### src/hw/dhp_pkg.sv
// Package of constants and types for the downstream hot-plug controller
package dhp_pkg;

    // ------------------------------------------------------------------
    // Timing
    // ------------------------------------------------------------------
    localparam int unsigned CLOCK_KHZ        = 40000;
    localparam int unsigned ILOCK_MIN_MS     = 100;
    localparam int unsigned ILOCK_MAX_MS     = 150;
    localparam int unsigned ILOCK_PULSE_MS   = (ILOCK_MIN_MS + ILOCK_MAX_MS) / 2;
    localparam int unsigned ILOCK_PULSE_CYC  = ILOCK_PULSE_MS * CLOCK_KHZ;
    localparam int unsigned ILOCK_CNT_W      = 23;

    // ------------------------------------------------------------------
    // Register map (byte addresses)
    // ------------------------------------------------------------------
    localparam logic [7:0] HP_CONFIG_OFS     = 8'h00;
    localparam logic [7:0] GEN_EVT_CTL_OFS   = 8'h04;
    localparam logic [7:0] GEN_EVT_STS_OFS   = 8'h08;
    localparam logic [7:0] GPIO_ALT_OFS      = 8'h0C;
    localparam int unsigned PORT_BASE        = 16;
    localparam int unsigned PORT_STRIDE      = 16;
    localparam logic [7:0] SLOT_CAP_OFS      = 8'h00;
    localparam logic [7:0] SLOT_CTL_OFS      = 8'h04;
    localparam logic [7:0] SLOT_STS_OFS      = 8'h08;
    localparam logic [7:0] PORT_PM_OFS       = 8'h0C;
    localparam int unsigned FIRST_PORT_NUM   = 2;

    // ------------------------------------------------------------------
    // Field positions
    // ------------------------------------------------------------------
    // Config: [4:0] input invert, [8:5] output invert, then mode bits
    localparam int unsigned CFG_IN_INV_LSB   = 0;
    localparam int unsigned CFG_OUT_INV_LSB  = 5;
    localparam int unsigned CFG_TOGGLE       = 9;
    localparam int unsigned CFG_LATCH_AS_IL  = 10;
    localparam int unsigned CFG_AUTO_OFF     = 11;
    localparam int unsigned CFG_PIN_PRES     = 12;
    localparam int unsigned CFG_INBAND_PRES  = 13;
    localparam int unsigned CFG_SWITCH_D3    = 14;
    localparam int unsigned CFG_W            = 15;
    // Slot capabilities
    localparam int unsigned CAP_HP_CAPABLE   = 0;
    localparam int unsigned CAP_LATCH_PRES   = 1;
    localparam int unsigned CAP_W            = 2;
    // Slot control: [4:0] event enables, same order as event bits
    localparam int unsigned CTL_HPIE         = 5;
    localparam int unsigned CTL_ATTN_IND     = 6;
    localparam int unsigned CTL_PWR_IND      = 7;
    localparam int unsigned CTL_PWR_ON       = 8;
    localparam int unsigned CTL_ILOCK_CMD    = 9;
    localparam int unsigned CTL_W            = 9;
    // Slot status events
    localparam int unsigned EVT_BUTTON       = 0;
    localparam int unsigned EVT_FAULT        = 1;
    localparam int unsigned EVT_LATCH        = 2;
    localparam int unsigned EVT_PRESENCE     = 3;
    localparam int unsigned EVT_CMD_DONE     = 4;
    localparam int unsigned EVT_W            = 5;
    // Port power management / interrupt mode
    localparam int unsigned PM_MSI_EN        = 0;
    localparam int unsigned PM_INTX_DIS      = 1;
    localparam int unsigned PM_PORT_D3       = 2;
    localparam int unsigned PM_W             = 3;

    // ------------------------------------------------------------------
    // Reset values
    // ------------------------------------------------------------------
    localparam logic [CFG_W-1:0] CFG_RST     = 15'h1000;
    localparam logic [CAP_W-1:0] CAP_RST     = 2'h0;
    localparam logic [CTL_W-1:0] CTL_RST     = 9'h000;
    localparam logic [PM_W-1:0]  PM_RST      = 3'h0;

    // ------------------------------------------------------------------
    // Slot signal carriers (asserted-true after polarity handling)
    // ------------------------------------------------------------------
    typedef struct packed {
        logic powerGood;
        logic latchOpen;
        logic powerFault;
        logic presence;
        logic button;
    } dhp_slot_in_t;

    typedef struct packed {
        logic interlock;
        logic powerEnable;
        logic powerIndicator;
        logic attentionIndicator;
    } dhp_slot_out_t;

endpackage

### src/hw/dhp_ctrl.sv
// Downstream hot-plug controller: per-port slot logic, events and signalling
// Behaviour
// - One controller per port, active if capable
// - Slot signals exchanged via expander-side ports
// - Presence from pin and/or link, selectable
// - Per-signal invert bit, shared by all ports
// - Interlock command pulses output 100-150 ms
// - Toggle mode inverts interlock per command
// - Latch input reported as interlock status
// - Latch state reads closed in that mode
// - Otherwise interlock status mirrors interlock output
// - Latch open cuts power when configured
// - Power fault status not latched, follows level; its event is sticky
// - Command completed set only by commands
// - Interrupts only while hot-plug interrupt enable set
// - Unmasked slot events raise an interrupt
// - MSI if enabled, else INTx unless disabled
// - D3hot, interrupts off: wakeup message only
// - D3hot, interrupts on: both; masked: none
// - Command completed never causes wakeup
// - General event mode replaces all messaging
// - Event reaches GPIO pin only if alternate
// - General event sets port status bit
module dhp_ctrl #(
    parameter int unsigned NUM_PORTS  = 3,
    parameter int unsigned PULSE_CYC  = dhp_pkg::ILOCK_PULSE_CYC
) (
    input  wire logic                                 clock,
    input  wire logic                                 reset,
    input  wire logic [7:0]                           regAddr,
    input  wire logic [31:0]                          regWdata,
    input  wire logic                                 regWrite,
    input  wire logic                                 regRead,
    output logic [31:0]                               regRdata,
    input  wire dhp_pkg::dhp_slot_in_t [NUM_PORTS-1:0] slotIn,
    input  wire logic [NUM_PORTS-1:0]                 linkPresence,
    output logic [NUM_PORTS*4-1:0]                    slotOut,
    output logic [NUM_PORTS-1:0]                      msiReq,
    output logic [NUM_PORTS-1:0]                      intxAssert,
    output logic [NUM_PORTS-1:0]                      pmeReq,
    output logic                                      generalEventOut,
    output logic                                      gpio7Out
);

    // ------------------------------------------------------------------
    // Global registers
    // ------------------------------------------------------------------
    logic [dhp_pkg::CFG_W-1:0] config_r;
    logic [NUM_PORTS-1:0]      gevCtl_r;
    logic [NUM_PORTS-1:0]      gevSts_r;
    logic                      gpioAlt_r;
    logic                      genEvt_r;
    logic                      gpio7_r;
    logic [31:0]               rdata_r;
    wire  [NUM_PORTS-1:0]      gevSet;
    wire  [NUM_PORTS-1:0][31:0] capWord;
    wire  [NUM_PORTS-1:0][31:0] ctlWord;
    wire  [NUM_PORTS-1:0][31:0] stsWord;
    wire  [NUM_PORTS-1:0][31:0] pmWord;

    wire logic [4:0] inInv  = config_r[dhp_pkg::CFG_IN_INV_LSB +: 5];
    wire logic [3:0] outInv = config_r[dhp_pkg::CFG_OUT_INV_LSB +: 4];
    wire logic toggleMode   = config_r[dhp_pkg::CFG_TOGGLE];
    wire logic latchAsIl    = config_r[dhp_pkg::CFG_LATCH_AS_IL];
    wire logic autoOff      = config_r[dhp_pkg::CFG_AUTO_OFF];
    wire logic pinPres      = config_r[dhp_pkg::CFG_PIN_PRES];
    wire logic inbandPres   = config_r[dhp_pkg::CFG_INBAND_PRES];
    wire logic switchD3     = config_r[dhp_pkg::CFG_SWITCH_D3];

    // Global configuration, general event control and pin mux writes
    always_ff @(posedge clock) begin
        if (reset) begin
            config_r  <= dhp_pkg::CFG_RST;
            gevCtl_r  <= '0;
            gpioAlt_r <= 1'b0;
        end else if (regWrite) begin
            if (regAddr == dhp_pkg::HP_CONFIG_OFS) begin
                config_r <= regWdata[dhp_pkg::CFG_W-1:0];
            end
            if (regAddr == dhp_pkg::GEN_EVT_CTL_OFS) begin
                gevCtl_r <= regWdata[NUM_PORTS-1:0];
            end
            if (regAddr == dhp_pkg::GPIO_ALT_OFS) begin
                gpioAlt_r <= regWdata[0];
            end
        end
    end

    // General event status: write one to clear, a new event wins the race
    always_ff @(posedge clock) begin
        if (reset) begin
            gevSts_r <= '0;
        end else if (regWrite && regAddr == dhp_pkg::GEN_EVT_STS_OFS) begin
            gevSts_r <= (gevSts_r & ~regWdata[NUM_PORTS-1:0]) | gevSet;
        end else begin
            gevSts_r <= gevSts_r | gevSet;
        end
    end

    // Event output stays up while any port has an unacknowledged event
    always_ff @(posedge clock) begin
        if (reset) begin
            genEvt_r <= 1'b0;
            gpio7_r  <= 1'b0;
        end else begin
            genEvt_r <= |(gevSts_r | gevSet);
            gpio7_r  <= gpioAlt_r & (|(gevSts_r | gevSet));
        end
    end

    // ------------------------------------------------------------------
    // Read path
    // ------------------------------------------------------------------
    // Data stands only in the cycle after the strobe; unmapped reads give zero
    always_ff @(posedge clock) begin
        if (reset) begin
            rdata_r <= '0;
        end else begin
            rdata_r <= '0;
            if (regRead) begin
                unique case (regAddr)
                    dhp_pkg::HP_CONFIG_OFS:   rdata_r <= 32'(config_r);
                    dhp_pkg::GEN_EVT_CTL_OFS: rdata_r <= 32'(gevCtl_r);
                    dhp_pkg::GEN_EVT_STS_OFS: rdata_r <= 32'(gevSts_r);
                    dhp_pkg::GPIO_ALT_OFS:    rdata_r <= 32'(gpioAlt_r);
                    default: begin
                        for (int i = 0; i < NUM_PORTS; i++) begin
                            case (regAddr - 8'(dhp_pkg::PORT_BASE + i * dhp_pkg::PORT_STRIDE))
                                dhp_pkg::SLOT_CAP_OFS: rdata_r <= capWord[i];
                                dhp_pkg::SLOT_CTL_OFS: rdata_r <= ctlWord[i];
                                dhp_pkg::SLOT_STS_OFS: rdata_r <= stsWord[i];
                                dhp_pkg::PORT_PM_OFS:  rdata_r <= pmWord[i];
                                default: ;
                            endcase
                        end
                    end
                endcase
            end
        end
    end

    // ------------------------------------------------------------------
    // Per-port hot-plug controller
    // ------------------------------------------------------------------
    for (genvar p = 0; p < NUM_PORTS; p++) begin : g_port
        localparam logic [7:0] BASE = 8'(dhp_pkg::PORT_BASE + p * dhp_pkg::PORT_STRIDE);

        logic [dhp_pkg::CAP_W-1:0] cap_r;
        logic [dhp_pkg::CTL_W-1:0] ctl_r;
        logic [dhp_pkg::PM_W-1:0]  pm_r;
        logic [dhp_pkg::EVT_W-1:0] evt_r;
        logic [4:0]                meta_r;
        logic [4:0]                sync_r;
        dhp_pkg::dhp_slot_in_t     prev_r;
        logic                      presPrev_r;
        logic                      cmdDone_r;
        logic                      ilock_r;
        logic [dhp_pkg::ILOCK_CNT_W-1:0] ilockCnt_r;
        logic [3:0]                out_r;
        logic                      msi_r;
        logic                      intx_r;
        logic                      pme_r;

        dhp_pkg::dhp_slot_in_t     sense;
        logic                      hpc;
        logic                      presNow;
        logic                      wrCap;
        logic                      wrCtl;
        logic                      wrSts;
        logic                      wrPm;
        logic [dhp_pkg::EVT_W-1:0] evtSet;
        logic [dhp_pkg::EVT_W-1:0] evtNew;
        logic                      inD3;
        logic                      gevMode;
        logic                      hpie;
        logic                      pwrAllowed;

        // Access decode and polarity-corrected slot sensor view
        assign wrCap   = regWrite && regAddr == BASE + dhp_pkg::SLOT_CAP_OFS;
        assign wrCtl   = regWrite && regAddr == BASE + dhp_pkg::SLOT_CTL_OFS;
        assign wrSts   = regWrite && regAddr == BASE + dhp_pkg::SLOT_STS_OFS;
        assign wrPm    = regWrite && regAddr == BASE + dhp_pkg::PORT_PM_OFS;
        assign sense   = dhp_pkg::dhp_slot_in_t'(sync_r ^ inInv);
        assign hpc     = cap_r[dhp_pkg::CAP_HP_CAPABLE];
        assign presNow = (pinPres & sense.presence) | (inbandPres & linkPresence[p]);
        assign hpie    = ctl_r[dhp_pkg::CTL_HPIE];
        assign gevMode = gevCtl_r[p];
        assign inD3    = pm_r[dhp_pkg::PM_PORT_D3] | switchD3;

        // Expander inputs are foreign to this clock: two flops first
        always_ff @(posedge clock) begin
            if (reset) begin
                meta_r <= '0;
                sync_r <= '0;
            end else begin
                meta_r <= slotIn[p];
                sync_r <= meta_r;
            end
        end

        // Capabilities, slot control and interrupt mode registers
        always_ff @(posedge clock) begin
            if (reset) begin
                cap_r <= dhp_pkg::CAP_RST;
                ctl_r <= dhp_pkg::CTL_RST;
                pm_r  <= dhp_pkg::PM_RST;
            end else begin
                if (wrCap) begin
                    cap_r <= regWdata[dhp_pkg::CAP_W-1:0];
                end
                if (wrCtl) begin
                    ctl_r <= regWdata[dhp_pkg::CTL_W-1:0];
                end
                if (wrPm) begin
                    pm_r <= regWdata[dhp_pkg::PM_W-1:0];
                end
            end
        end

        // Edge history for change detection
        always_ff @(posedge clock) begin
            if (reset) begin
                prev_r     <= '0;
                presPrev_r <= 1'b0;
                cmdDone_r  <= 1'b0;
            end else begin
                prev_r     <= sense;
                presPrev_r <= presNow;
                cmdDone_r  <= wrCtl & hpc;
            end
        end

        // Latch changes are not events while the latch stands in for the interlock
        always_comb begin
            evtSet = '0;
            if (hpc) begin
                evtSet[dhp_pkg::EVT_BUTTON]   = sense.button & ~prev_r.button;
                evtSet[dhp_pkg::EVT_FAULT]    = sense.powerFault & ~prev_r.powerFault;
                evtSet[dhp_pkg::EVT_LATCH]    = ~latchAsIl & (sense.latchOpen ^ prev_r.latchOpen);
                evtSet[dhp_pkg::EVT_PRESENCE] = presNow ^ presPrev_r;
                evtSet[dhp_pkg::EVT_CMD_DONE] = cmdDone_r;
            end
        end
        assign evtNew = evtSet & ctl_r[dhp_pkg::EVT_W-1:0];

        // Sticky slot events, write one to clear, set beats clear
        always_ff @(posedge clock) begin
            if (reset) begin
                evt_r <= '0;
            end else if (wrSts) begin
                evt_r <= (evt_r & ~regWdata[dhp_pkg::EVT_W-1:0]) | evtSet;
            end else begin
                evt_r <= evt_r | evtSet;
            end
        end

        // Interlock: timed pulse, or level flip in toggle mode
        always_ff @(posedge clock) begin
            if (reset) begin
                ilock_r    <= 1'b0;
                ilockCnt_r <= '0;
            end else if (wrCtl && hpc && regWdata[dhp_pkg::CTL_ILOCK_CMD]) begin
                if (toggleMode) begin
                    ilock_r <= ~ilock_r;
                end else begin
                    ilock_r    <= 1'b1;
                    ilockCnt_r <= dhp_pkg::ILOCK_CNT_W'(PULSE_CYC);
                end
            end else if (ilockCnt_r != '0) begin
                ilockCnt_r <= ilockCnt_r - 1'b1;
                if (ilockCnt_r == dhp_pkg::ILOCK_CNT_W'(1)) begin
                    ilock_r <= 1'b0;
                end
            end
        end

        // Open latch overrides the power command when both options allow it
        assign pwrAllowed = ~(autoOff & cap_r[dhp_pkg::CAP_LATCH_PRES] & sense.latchOpen);

        // Slot outputs toward the expander, polarity applied last
        always_ff @(posedge clock) begin
            if (reset) begin
                out_r <= '0;
            end else begin
                out_r <= outInv ^ ({4{hpc}} & {ilock_r,
                                               ctl_r[dhp_pkg::CTL_PWR_ON] & pwrAllowed,
                                               ctl_r[dhp_pkg::CTL_PWR_IND],
                                               ctl_r[dhp_pkg::CTL_ATTN_IND]});
            end
        end

        // Event signalling: general event mode suppresses every message
        always_ff @(posedge clock) begin
            if (reset) begin
                msi_r  <= 1'b0;
                intx_r <= 1'b0;
                pme_r  <= 1'b0;
            end else begin
                msi_r  <= ~gevMode & hpie & pm_r[dhp_pkg::PM_MSI_EN] & (|evtNew);
                intx_r <= ~gevMode & hpie & ~pm_r[dhp_pkg::PM_MSI_EN]
                          & ~pm_r[dhp_pkg::PM_INTX_DIS] & (|(evt_r & ctl_r[dhp_pkg::EVT_W-1:0]));
                pme_r  <= ~gevMode & inD3 & (|evtNew[dhp_pkg::EVT_PRESENCE:0]);
            end
        end
        assign gevSet[p] = gevMode & (|evtNew);

        // Register views for the read path
        assign capWord[p] = 32'(cap_r);
        assign ctlWord[p] = 32'(ctl_r);
        assign stsWord[p] = {22'h000000,
                             sense.powerGood,
                             sense.powerFault,
                             latchAsIl ? sense.latchOpen : ilock_r,
                             presNow,
                             latchAsIl ? 1'b0 : sense.latchOpen,
                             evt_r};
        assign pmWord[p]  = 32'(pm_r);

        assign slotOut[p*4 +: 4] = out_r;
        assign msiReq[p]         = msi_r;
        assign intxAssert[p]     = intx_r;
        assign pmeReq[p]         = pme_r;
    end

    assign regRdata        = rdata_r;
    assign generalEventOut = genEvt_r;
    assign gpio7Out        = gpio7_r;

endmodule

### config.mk
export PLATFORM = sky130hd
export DESIGN_NAME = dhp_ctrl
export DESIGN_NICKNAME = d
export VERILOG_FILES = /design/src/hw/dhp_pkg.sv /design/src/hw/dhp_ctrl.sv
export SDC_FILE = /design/constraint.sdc
export NUM_CORES = 1
export LEC_CHECK = 0
export BUFFER_PORTS_ARGS = -buffer_cell sky130_fd_sc_hd__buf_2
export CORE_ASPECT_RATIO = 0.5
export CORE_MARGIN = 2
export CORE_UTILIZATION = 55
export DETAILED_ROUTE_END_ITERATION = 7
export PLACE_DENSITY = 0.75
export RECOVER_POWER = 25
export SLEW_MARGIN = 20
export SYNTH_ARGS = -nofsm -noshare
export SYNTH_HDL_FRONTEND = slang
export SYNTH_SLANG_ARGS = --single-unit
### constraint.sdc
create_clock -name clock -period 2.9 [get_ports clock]
set_input_delay 0.145 -clock clock [delete_from_list [all_inputs] [get_ports clock]]
set_output_delay 0.145 -clock clock [all_outputs]
set_load 0.05 [all_outputs]
==> qor.txt <==
CP startpoint - g_port[2].ilockCnt_r[6]
Top_reg_cell synth - dfxtp_1
Post-Syn Instances - 1283
# DRC - 0
Combinational share of power - 35.2%
DP Worst Slack - 127.4 ps
Largest vdd supply drop - 992.7 uV
Top cells by area, synth - dfxtp_1 (42%), mux2i_1 (4.7%), a21oi_1 (4.0%)
NetSw - 3.685 mW
RR Startpoint - g_port[2].ilockCnt_r[6]
GRT overflow - 0
#FFs+latches synth - 234
Global-route wire length before repair - 51230 um
Slowest-stage cell, CP - or4_1
Fin util - 64.69%
Most frequent CP cell - or4_1
Crit path to - g_port[2].ilockCnt_r[18]
Placed Instances - 1591
Gpl congestion - 0.9858
Violated checks - max-capacitance violations, max-slew violations
Die area - 21440 um^2
FFs w/ async S/R, synth - 0%
Crit path max fanout - 9
Final clock skew - 17.00 ps
Mapped Avg Cell Area - 8.667 um^2
Met3 Routed Length - 2852 um
Switching part of the total - 36.33%
CP Capture Type - register
Relative slew slack - -20.65%
Largest net degree at the start of global routing - 57
Met2 wire len - 14780 um
Io pins - 117
Layout Nets - 1447
Final setup viols - 0
Synth warnings - 0
Latest clock arrival within the worst-skew pair - 510 ps
I/O Buffers - 82
DRT met1 WL - 14420 um
Clock input transition at the sequential cells of the worst setup and hold paths - 70 ps
Most frequent cells in the layout - dfxtp_1 (234), nor2_1 (101), nand2_1 (101), a21oi_1 (88), buf_2 (67)
Die height - 104.5 um
CP required - 3330 ps
Power per cell area - 798.2 nW/um^2
Status - complete, but fails checks
Area of the core - 19640 um^2
Final min period - 2803 ps
Fill count - 1672
Overall routing resource usage - 29.95%
Post-synth EDFFs - 0
Crit path largest cell delay - 680 ps
Post-DP HPWL - 23420 um
Register area share after synthesis - 42.13%
Clock power share - 26.6%
Hold Slack - 18.50 ps
P_int - 6.457 mW
Reg power frac - 38.2%
Least-Margin Pin Slew - 1810 ps
Cell Area, Synth - 11120 um^2
FF-to-FF setup slack - 100 ps
Max_cap viols - 1
Worst R2R End - g_port[2].ilockCnt_r[18]
FP Rows - 36
H-tree depth - 1
Cell type with the largest total area after synthesis - dfxtp_1
Vias in the first global route - 9617
CP Cell Sequence - or4_4, or4_1, a311o_1, or4_1, a31oi_1
Final wirelength - 33090 um
Final WS setup - 97.30 ps
Total number of vias - 10412
Leak - 4.812 nW
Final max-slew violation count - 41
Worst R2R Path Depth - 5
Initial antenna violation count - 0
First-pass DRT Iterations - 6
Root Driver - clkbuf_16
Antenna-violating nets left - 0
Detailed-route wire length per cell - 19.99 um
Final Hold Vio Count - 0
Post-synth top area share - 42.13%
Total CTS buffers - 21
Starting DRC count in detailed routing - 1107
Clk buf depth - 3
Min-delay worst type - in2reg
Synth cell types - 73
Initial Util - 56.62%
Ratio of cells with drive above 1 in the final layout - 12.81%
Setup TNS - 0 ps
Most common cell after layout, fill and taps aside - dfxtp_1
Clock Sinks - 234
Die Wd - 205.1 um
Final non-filler cell total - 1655
WS Path Type - reg2reg
RSZ-0062 raised after global routing - no
CP top delay family - simple AND/OR/NAND/NOR gates
Highest Signal Layer - met4
Max Freq - 356.8 MHz
Final period util - 96.64%
DR vias/cell - 6.291
Area Overhead vs Synth - 14.26%
ANT cells - 0
Crit path DAT - 3230 ps
Cell depth of the worst setup path - 5
CTS tree - built
Startpoint types - register
Worst Path Buf+Inv - 0
-- Yosys cell counts, types with 6 or more instances --
cell type,n
o41ai_1,9
clkbuf_1,71
dfxtp_1,234
o21ai_0,52
o211ai_1,9
a311o_1,6
o31ai_1,35
nand2_1,101
and3_1,11
ha_1,9
a31oi_1,35
or2_2,16
nand3b_1,7
mux2i_1,52
buf_4,27
nor2_1,101
buf_2,6
a22oi_1,12
or4_1,51
nand2b_1,12
a21oi_1,88
nor4_1,14
nand4_1,8
nor2b_1,41
or3_1,41
a222oi_1,9
xnor2_1,15
xor2_1,19
inv_1,27
nand3_1,41
nor3_1,25
-- repair_timing --
| action | in CTS | in global routing |
|---|---|---|
| resized for setup | 0 | 0 |
| setup endpoints to repair | 0 | 0 |
| setup buffers | 0 | 0 |
| hold endpoints to repair | 42 | 0 |
| hold buffers | 28 | 0 |
-- per-stage QoR --
step,total power [mW],area (um^2)
floorplan,6.610,11180
global placement,7.229,11830
detailed placement,7.396,11830
CTS,10.10,12760
global route,10.73,12700
finish,10.14,12700
-- worst register-to-register path, delay by kind of cell, from the launching register on --
family	cells	cell delay [ps]
AOI/OAI and AO/OA	2	640
DFF	1	340
and+or+nand+nor	3	1750
-- state kept, by name, indices dropped and copies added, names as in the netlist, 6 cells and up --
register,flops
config_r,15
g_port.cap_r,6
g_port.ctl_r,27
g_port.evt_r,15
g_port.ilockCnt_r,69
g_port.meta_r,15
g_port.out_r,12
g_port.pm_r,9
g_port.prev_r,9
g_port.sync_r,15
regRdata,15
-- metal layers --
layer	GRT usage [%]	vias to the layer above
met1	40.88	4976
met3	4.991	80
met4	9.764	0
li1	-	4886
met5	0	-
met2	48.31	470
-- logic make-up (layout without fill, tap and decap cells) --
family                   after synthesis  after routing  synth area share [%]
buffers and inverters                136            226                 5.637
multiplexers                          57             57                 5.491
flip-flops                           234            234                 42.13
other                                  1             17               0.03372
AO/OA/AOI/OAI                        314            314                 18.83
AND/OR/NAND/NOR                      497            497                 23.98
adder cells (fa/ha/maj)                9              9                 1.013
XOR/XNOR                              35             35                 2.892
-- layout make-up --
| class | instances | area, um^2 | area share [%] |
|---|---|---|---|
| multi-input cells | 929 | 5882 | 46.30 |
| flip-flops and latches | 234 | 4684 | 36.87 |
| repair buffers | 163 | 1052 | 8.282 |
| clock buffers | 27 | 588.1 | 4.629 |
| well taps | 266 | 332.8 | 2.620 |
| inverters | 27 | 101.3 | 0.7977 |
| clock inverters | 9 | 63.81 | 0.5023 |
-- how the worst min path moves through the flow --
stage               cells past startpoint          from  slack, ps                  end
floorplan                               2  regWdata[12]        270         config_r[12]
detailed placement                      2     slotIn[3]        360  g_port[0].meta_r[3]
CTS                                     3   regWdata[2]          5    g_port[2].pm_r[2]
global route                            3   regWdata[2]         30          config_r[2]
global placement                        2     slotIn[1]        350  g_port[0].meta_r[1]
finish                                  3   regWdata[2]         20    g_port[2].pm_r[2]
-- power groups by stage --
stage | Sequential, mW | Combinational, mW | Clock, mW
2_1_floorplan | 3.85 | 2.76 | 0
3_3_place_gp | 3.91 | 3.32 | 0
3_5_place_dp | 3.94 | 3.46 | 0
4_1_cts | 3.86 | 3.51 | 2.73
5_1_grt | 3.92 | 3.96 | 2.85
6_report | 3.88 | 3.57 | 2.69
Power figures use the tool's default switching activity.
